<file path="config.mk">
export PLATFORM = sky130hd
export DESIGN_NAME = wdtsm_top
export DESIGN_NICKNAME = d
export VERILOG_FILES = /design/src/pkg/wdtsm_pkg.sv /design/src/core/wdtsm_lfosc_tick.sv /design/src/core/wdtsm_top.sv
export VERILOG_INCLUDE_DIRS = /design/src /design/src/pkg
export SDC_FILE = /design/constraint.sdc
export NUM_CORES = 1
export LEC_CHECK = 0
export BUFFER_PORTS_ARGS = -buffer_cell sky130_fd_sc_hd__buf_2
export CAP_MARGIN = 20
export CORE_AREA = 2 2 144 90
export CTS_BUF_LIST = sky130_fd_sc_hd__clkbuf_8
export DETAILED_ROUTE_END_ITERATION = 8
export DIE_AREA = 0 0 146 92
export PLACE_DENSITY = 0.65
export SKIP_CTS_REPAIR_TIMING = 1
export SLEW_MARGIN = 0
export SYNTH_ARGS = -nofsm -noshare
export SYNTH_HDL_FRONTEND = slang
export SYNTH_HIERARCHICAL = 1
export SYNTH_SLANG_ARGS = --single-unit
</file>
<file path="constraint.sdc">
create_clock -name pclk -period 2.3 [get_ports pclk]
set_input_delay 0.46 -clock pclk [delete_from_list [all_inputs] [get_ports pclk]]
set_output_delay 0.46 -clock pclk [all_outputs]
set_load 0.1 [all_outputs]
</file>
<file path="src/pkg/wdtsm_cfg.svh">
`ifndef WDTSM_CFG_SVH
`define WDTSM_CFG_SVH
// Register byte addresses on the APB bus.
`define WDTSM_OFF_CTRL      12'h000
`define WDTSM_OFF_STATUS    12'h004
`define WDTSM_OFF_IRQ_STAT  12'h008
`define WDTSM_OFF_IRQ_EN    12'h00c
`define WDTSM_OFF_IRQ_CLR   12'h010
// Control register layout.
`define WDTSM_CTRL_EN_BIT   0
`define WDTSM_PS_LSB        1
`define WDTSM_PS_MSB        5
`define WDTSM_PS_RESET      5'h0b
`define WDTSM_PS_MAX        5'h12
// Prescale of code zero is 2^5 ticks of the low-frequency oscillator.
`define WDTSM_PS_BASE_LOG2  5
// Mode configuration codes.
`define WDTSM_MODE_OFF      2'h0
`define WDTSM_MODE_SW       2'h1
`define WDTSM_MODE_NOSLP    2'h2
`define WDTSM_MODE_ON       2'h3
// Status register bits.
`define WDTSM_ST_TO_BIT     0
`define WDTSM_ST_PD_BIT     1
`define WDTSM_ST_ACT_BIT    2
`define WDTSM_ST_SLP_BIT    3
// Interrupt bits.
`define WDTSM_IRQ_RST_BIT   0
`define WDTSM_IRQ_WAKE_BIT  1
`define WDTSM_IRQ_W         2
// Time base.
`define WDTSM_CLK_HZ        100000000
`define WDTSM_LFOSC_HZ      31000
`endif

</file>
<file path="src/pkg/wdtsm_pkg.sv">
package wdtsm_pkg;
   typedef enum logic [1:0] {
      WDTSM_AWAKE,
      WDTSM_ASLEEP,
      WDTSM_OST_HOLD
   } wdtsm_pwr_t;
endpackage : wdtsm_pkg

</file>
<file path="src/core/wdtsm_lfosc_tick.sv">
`timescale 1ns/10ps
`include "wdtsm_cfg.svh"
module wdtsm_lfosc_tick #(
   parameter int unsigned CLK_HZ = `WDTSM_CLK_HZ,
   parameter int unsigned OSC_HZ = `WDTSM_LFOSC_HZ
) (
   input  wire logic pclk,
   input  wire logic presetn,
   output logic      tick
);
   localparam int unsigned DIV = CLK_HZ / OSC_HZ;
   localparam int unsigned CW  = $clog2(DIV + 1);
   initial begin
      if (DIV < 1) $error("wdtsm_lfosc_tick: oscillator faster than clock");
   end
   typedef struct packed {
      logic [CW-1:0] cnt;
      logic          tick;
   } wdtsm_tick_st_t;
   wdtsm_tick_st_t s_q, s_d;
   always_comb begin
      s_d      = s_q;
      s_d.tick = 1'b0;
      if (s_q.cnt == CW'(DIV - 1)) begin
         s_d.cnt  = '0;
         s_d.tick = 1'b1;
      end else begin
         s_d.cnt = s_q.cnt + CW'(1);
      end
   end
   always_ff @(posedge pclk or negedge presetn) begin
      if (!presetn) begin
         s_q <= '0;
      end else begin
         s_q <= s_d;
      end
   end
   assign tick = s_q.tick;
endmodule : wdtsm_lfosc_tick

</file>
<file path="src/core/wdtsm_top.sv">
`timescale 1ns/10ps
`include "wdtsm_cfg.svh"
// What this block does
// - Time base is a tick of the 31 kHz low-frequency oscillator, 1 ms per 32.
// - Mode 11: watchdog always active, Sleep included, software enable ignored.
// - Mode 10: active while awake, disabled in Sleep.
// - Mode 01: active exactly when the software enable bit is set.
// - Mode 00: always disabled; software enable ignored here and in modes 1x.
// - Period code 0 is 1:32, each step doubles, up to code 10010 at 1:8388608.
// - Period codes 10011 to 11111 act as the minimum 1:32 interval.
// - After reset the period code is 01011, a 1:65536 two-second time-out.
// - Count clears on reset, clear instruction, Sleep entry, wake, osc fail, disable.
// - After wake with a crystal mode, count stays clear until start-up timer ends.
// - Changing the internal oscillator divider leaves the count alone.
// - Sleep entry clears the count; an active watchdog then counts from zero.
// - Time-out in Sleep wakes the device, no reset, and updates both status flags.
// - Control bits 7 and 6 read zero; software enable is bit 0, reset to 0.
// - Period select occupies control bits 5 to 1, read and write.
// - Time-out while awake generates a device reset.
module wdtsm_top
   import wdtsm_pkg::*;
#(
   parameter int unsigned PS_W   = 5,
   parameter int unsigned CNT_W  = 24,
   parameter int unsigned CLK_HZ = `WDTSM_CLK_HZ
) (
   input  wire logic        pclk,
   input  wire logic        presetn,
   input  wire logic        psel,
   input  wire logic        penable,
   input  wire logic        pwrite,
   input  wire logic [11:0] paddr,
   input  wire logic [31:0] pwdata,
   output logic [31:0]      prdata,
   output logic             pready,
   output logic             pslverr,
   input  wire logic [1:0]  watchdog_mode_cfg,
   input  wire logic        clear_watchdog_instr,
   input  wire logic        sleep_instr,
   input  wire logic        wake_event,
   input  wire logic        osc_fail,
   input  wire logic        crystal_osc_sel,
   input  wire logic        osc_startup_timer,
   input  wire logic [3:0]  internal_osc_divider_sel,
   output logic             wdt_reset,
   output logic             wdt_wake,
   output logic             sleeping,
   output logic             timeout_flag_n,
   output logic             powerdown_flag_n,
   output logic             irq
);
   initial begin
      if (PS_W != 5) $error("wdtsm_top: period select must be 5 bits");
      if (CNT_W != 24) $error("wdtsm_top: counter must be 24 bits for 1:8388608");
      if (CLK_HZ < `WDTSM_LFOSC_HZ) $error("wdtsm_top: clock slower than the oscillator");
   end

   typedef struct packed {
      logic                      fail_s1;
      logic                      fail_s2;
      logic                      ost_s1;
      logic                      ost_s2;
      logic [PS_W-1:0]           period_sel;
      logic                      soft_en;
      logic [CNT_W-1:0]          cnt;
      wdtsm_pwr_t                pwr;
      logic                      slp;
      logic                      to_n;
      logic                      pd_n;
      logic                      rst_p;
      logic                      wake_p;
      logic [`WDTSM_IRQ_W-1:0]   irq_stat;
      logic [`WDTSM_IRQ_W-1:0]   irq_en;
      logic                      irq;
      logic [31:0]               rdata;
      logic                      ready;
      logic                      slverr;
   } wdtsm_st_t;

   wdtsm_st_t s_q, s_d;
   logic      lf_tick;

   wdtsm_lfosc_tick #(
      .CLK_HZ (CLK_HZ)
   ) u_tick (
      .pclk    (pclk),
      .presetn (presetn),
      .tick    (lf_tick)
   );

   logic             active;
   logic             asleep;
   logic [CNT_W-1:0] limit;
   logic             expire;
   logic             setup;
   logic             wr_ok;
   logic             hit;
   logic [`WDTSM_IRQ_W-1:0] ev;
   logic [`WDTSM_IRQ_W-1:0] stat_n;

   // Active level from the mode table.
   always_comb begin
      asleep = (s_q.pwr != WDTSM_AWAKE);
      unique case (watchdog_mode_cfg)
         `WDTSM_MODE_ON:    active = 1'b1;
         `WDTSM_MODE_NOSLP: active = !asleep;
         `WDTSM_MODE_SW:    active = s_q.soft_en;
         `WDTSM_MODE_OFF:   active = 1'b0;
      endcase
   end

   // Terminal count; reserved codes fall back to the minimum interval.
   always_comb begin
      if (s_q.period_sel > `WDTSM_PS_MAX) begin
         limit = CNT_W'(1) << `WDTSM_PS_BASE_LOG2;
      end else begin
         limit = CNT_W'(1) << (`WDTSM_PS_BASE_LOG2 + s_q.period_sel);
      end
   end

   assign expire = active && lf_tick && (s_q.cnt == limit - CNT_W'(1));
   assign setup  = psel && !penable;
   // A write lands at the edge where the master sees pready high.
   assign wr_ok  = psel && penable && pwrite && s_q.ready;

   always_comb begin
      s_d         = s_q;
      s_d.fail_s1 = osc_fail;
      s_d.fail_s2 = s_q.fail_s1;
      s_d.ost_s1  = osc_startup_timer;
      s_d.ost_s2  = s_q.ost_s1;
      s_d.rst_p   = 1'b0;
      s_d.wake_p  = 1'b0;
      ev          = '0;
      hit         = 1'b1;

      // Counting; the divider select is deliberately not an input to this path.
      if (!active || s_q.fail_s2 || clear_watchdog_instr) begin
         s_d.cnt = '0;
      end else if (expire) begin
         s_d.cnt = '0;
      end else if (lf_tick) begin
         s_d.cnt = s_q.cnt + CNT_W'(1);
      end

      if (clear_watchdog_instr) begin
         s_d.to_n = 1'b1;
         s_d.pd_n = 1'b1;
      end

      unique case (s_q.pwr)
         WDTSM_AWAKE: begin
            if (expire) begin
               s_d.rst_p = 1'b1;
               s_d.to_n  = 1'b0;
               ev[`WDTSM_IRQ_RST_BIT] = 1'b1;
            end else if (sleep_instr) begin
               s_d.pwr  = WDTSM_ASLEEP;
               s_d.cnt  = '0;
               s_d.pd_n = 1'b0;
               s_d.to_n = 1'b1;
            end
         end
         WDTSM_ASLEEP: begin
            if (expire || wake_event) begin
               s_d.cnt    = '0;
               s_d.wake_p = 1'b1;
               s_d.pwr    = crystal_osc_sel ? WDTSM_OST_HOLD : WDTSM_AWAKE;
               if (expire) begin
                  s_d.to_n = 1'b0;
                  s_d.pd_n = 1'b0;
                  ev[`WDTSM_IRQ_WAKE_BIT] = 1'b1;
               end
            end
         end
         WDTSM_OST_HOLD: begin
            s_d.cnt = '0;
            if (!s_q.ost_s2) begin
               s_d.pwr = WDTSM_AWAKE;
            end
         end
      endcase
      s_d.slp = (s_d.pwr == WDTSM_ASLEEP);

      // APB slave: answers in the access cycle, one wait-free cycle after setup.
      s_d.ready  = setup;
      s_d.slverr = 1'b0;
      s_d.rdata  = '0;
      stat_n     = s_q.irq_stat;
      unique case (paddr)
         `WDTSM_OFF_CTRL: begin
            s_d.rdata[`WDTSM_PS_MSB:`WDTSM_PS_LSB]  = s_q.period_sel;
            s_d.rdata[`WDTSM_CTRL_EN_BIT]           = s_q.soft_en;
            if (wr_ok) begin
               s_d.period_sel = pwdata[`WDTSM_PS_MSB:`WDTSM_PS_LSB];
               s_d.soft_en    = pwdata[`WDTSM_CTRL_EN_BIT];
            end
         end
         `WDTSM_OFF_STATUS: begin
            s_d.rdata[`WDTSM_ST_TO_BIT]  = s_q.to_n;
            s_d.rdata[`WDTSM_ST_PD_BIT]  = s_q.pd_n;
            s_d.rdata[`WDTSM_ST_ACT_BIT] = active;
            s_d.rdata[`WDTSM_ST_SLP_BIT] = asleep;
         end
         `WDTSM_OFF_IRQ_STAT: s_d.rdata[`WDTSM_IRQ_W-1:0] = s_q.irq_stat;
         `WDTSM_OFF_IRQ_EN: begin
            s_d.rdata[`WDTSM_IRQ_W-1:0] = s_q.irq_en;
            if (wr_ok) begin
               s_d.irq_en = pwdata[`WDTSM_IRQ_W-1:0];
            end
         end
         `WDTSM_OFF_IRQ_CLR: begin
            if (wr_ok) begin
               stat_n = s_q.irq_stat & ~pwdata[`WDTSM_IRQ_W-1:0];
            end
         end
         default: hit = 1'b0;
      endcase
      if (setup && !hit) begin
         s_d.slverr = 1'b1;
      end
      // A new event wins over a clear in the same cycle.
      s_d.irq_stat = stat_n | ev;
      s_d.irq      = |(s_d.irq_stat & s_d.irq_en);
   end

   always_ff @(posedge pclk or negedge presetn) begin
      if (!presetn) begin
         s_q            <= '0;
         s_q.period_sel <= `WDTSM_PS_RESET;
         s_q.soft_en    <= 1'b0;
         s_q.pwr        <= WDTSM_AWAKE;
         s_q.to_n       <= 1'b1;
         s_q.pd_n       <= 1'b1;
      end else begin
         s_q <= s_d;
      end
   end

   assign prdata           = s_q.rdata;
   assign pready           = s_q.ready;
   assign pslverr          = s_q.slverr;
   assign wdt_reset        = s_q.rst_p;
   assign wdt_wake         = s_q.wake_p;
   assign sleeping         = s_q.slp;
   assign timeout_flag_n   = s_q.to_n;
   assign powerdown_flag_n = s_q.pd_n;
   assign irq              = s_q.irq;
endmodule : wdtsm_top

</file>
==> impl_metrics.env <==
export IMPL_required_ns=2.55
export IMPL_die_x_um=146
export IMPL_failed_checks="negative setup slack"
export IMPL_clock_root_buffer="clkbuf_8"
export IMPL_drt_wl_total_um=9540
export IMPL_drv_cap=0
export IMPL_wl_per_cell_um=13.8
export IMPL_r2r_setup_slack_ns=-0.35
export IMPL_ys_ff_latch=67
export IMPL_dieArea_um2=13400
export IMPL_finalHoldViolCount=0
export IMPL_area_growth_pct=21.6
export IMPL_p_total_mw=3.08
export IMPL_timing_slew_headroom=0.659
export IMPL_place_gp_congestion=0.878
export IMPL_n_antenna_cell=0
export IMPL_detail_route_iter0_violations=224
export IMPL_drv_slew=0
export IMPL_crit_fanout=5
export IMPL_htree_num_levels=3
export IMPL_cp_end_kind="flip-flop"
export IMPL_ys_types=68
export IMPL_dr_pass1_iters=4
export IMPL_cp_start_kind="flip-flop"
export IMPL_peakVddDrop_v=0.000341
export IMPL_numCtsBuffers=9
export IMPL_power_density_nw_per_um2=613
export IMPL_synth_ff_type="dfrtp_1"
export IMPL_finalCritPeriodShare=1.15
export IMPL_cts_buffer_depth=2
export IMPL_cts_tree="done"
export IMPL_yosysSeqAreaShare=0.407
export IMPL_skew_ns=0.00727
export IMPL_synth_edf_count=0
export IMPL_finalCriticalPeriod_ns=2.65
export IMPL_io_pins=101
export IMPL_crit_type="flip-flop to flip-flop"
export IMPL_synth_top_cell_area_share=0.375
export IMPL_grt_first_pass_wirelength_um=15800
export IMPL_clk_latency_ns=0.36
export IMPL_port_buffers=44
export IMPL_hp_class="input port to async pin"
export IMPL_yosysMostFrequentCell="dfrtp_1"
export IMPL_synthTopCellsByArea="dfrtp_1 37%, buf_4 6.0%, xor2_1 5.3%, xnor2_1 4.7%, nor2_1 4.6%"
export IMPL_die_h_um=92
export IMPL_fmax_mhz=377
export IMPL_clock_sinks=67
export IMPL_initial_utilization=0.336
export IMPL_hpwl_um=7070
export IMPL_grt_ovfl_total=0
export IMPL_routed_via_density=4.75
export IMPL_core_rowCount=32
export IMPL_setup_viol=34
export IMPL_avgSynthCellArea_um2=9.38
export IMPL_grt_start_max_net_pins=68
export IMPL_synthArstFlopShare=1.00
export IMPL_post_synth_instance_area_um2=4140
export IMPL_netlist_top_cells_count="62 x dfrtp_1, 51 x nor2_1, 33 x buf_4"
export IMPL_antenna_found_initial=0
export IMPL_rsz0062_at_grt="true"
export IMPL_num_nets_final=585
export IMPL_drt_drc_violations_left=0
export IMPL_final_antenna_net_count=0
export IMPL_clkTransAtPathRegs_ns=0.07
export IMPL_cp_arrival_ns=2.90
export IMPL_synthCells=441
export IMPL_place_ws_ns=-0.416
export IMPL_core_area_um2=12300
export IMPL_outcome="finished with violations"
export IMPL_grt_pass1_vias=3165
export IMPL_drive_gt1_frac=0.293
export IMPL_synth_largest_area_cell="dfrtp_1"
export IMPL_setup_slack_ns=-0.355
export IMPL_cellLeakagePower_nw=2.26
export IMPL_track_usage=0.149
export IMPL_yosysWarnings=6
export IMPL_worst_pin_slew_ns=0.508
export IMPL_num_vias=3287
[per-stage QoR]
step / setup TNS, ns / hold slack [ns] / utilization / instance area [um^2] / instances
6_report: -9.83 / 0.0911 / 0.408 / 5030 / 692
5_1_grt: -14.23 / 0.118 / 0.408 / 5030 / 692
2_1_floorplan: -0.382 / 0.164 / - / 4240 / 467
3_3_place_gp: -14.36 / 0.334 / 0.379 / 4680 / 672
3_5_place_dp: -11.58 / 0.338 / 0.379 / 4680 / 672
4_1_cts: -12.60 / 0.122 / 0.394 / 4860 / 688
[placed cells by master (no fill, tap or decap), drive strengths merged, types with 11 or more instances in the layout]
| cell | netlist | routed |
|---|---|---|
| a21oi | 13 | 13 |
| buf | 43 | 92 |
| inv | 11 | 12 |
| conb | 2 | 28 |
| xnor2 | 22 | 22 |
| xor2 | 25 | 25 |
| nand2 | 32 | 32 |
| nor3 | 17 | 17 |
| dfrtp | 62 | 62 |
| nor2 | 51 | 51 |
| clkbuf | 10 | 11 |
[per-layer routing]
layer | wire length, um | global-route usage
met1 | 4910 | 0.220
met2 | 4050 | 0.208
met3 | 470 | 0.0423
met4 | 111 | 0.0453
met5 | 0 | 0
[state kept, by name, indices dropped and copies added (netlist names)]
name,cells
timeout_flag_n,1
s_d,2
pslverr,1
u_tick/tick,1
wdt_reset,1
s_q,38
prdata,6
pready,1
u_tick/s_q,12
wdt_wake,1
irq,1
powerdown_flag_n,1
sleeping,1
[worst max-delay path, stage by stage (launching register included)]
cell and delay (ns):
dfstp_2 0.60, nand4bb_1 0.17, or3_4 0.40, a2111o_1 0.38, a22oi_2 0.16, nand4_1 0.18, buf_4 0.20, a211oi_2 0.18
a211oi_2 0.07, o22a_1 0.20
[cells by family (layout without fill, tap and decap cells)]
logic type	count (synthesis)	in the layout	share of synthesized area
AO/OA/AOI/OAI	63	63	0.110
XOR/XNOR	47	47	0.0995
adder cells (fa/ha/maj)	7	7	0.0212
buffers and inverters	64	119	0.0940
flip-flops	67	67	0.407
multiplexers	10	10	0.0321
other	2	28	0.00182
AND/OR/NAND/NOR	181	181	0.235
[cell type report]
cell class | count | area (um^2)
multi-input combinational | 336 | 2280
clock inverter | 5 | 28.8
timing repair buffer | 92 | 629
sequential | 67 | 1680
clock buffer | 11 | 151
fill | 1206 | 7300
inverter | 11 | 41.3
tap | 170 | 213
[worst paths after layout]
kind                                   start  cells after the start        to
min in group pclk          osc_startup_timer                      1   s_d[76]
max in group asynchronous            presetn                      2   s_q[71]
max                                  s_q[71]                      9  sleeping
min                                  presetn                      2   s_q[73]
min reg2reg                          s_d[76]                      0   s_q[76]
max reg2reg                          s_q[71]                      9  sleeping
[where the power goes]
part | internal [mW] | switching, mW
combinational | 0.247 | 0.671
sequential | 1.23 | 0.0231
clock | 0.442 | 0.468
Power figures use the tool's default switching activity.
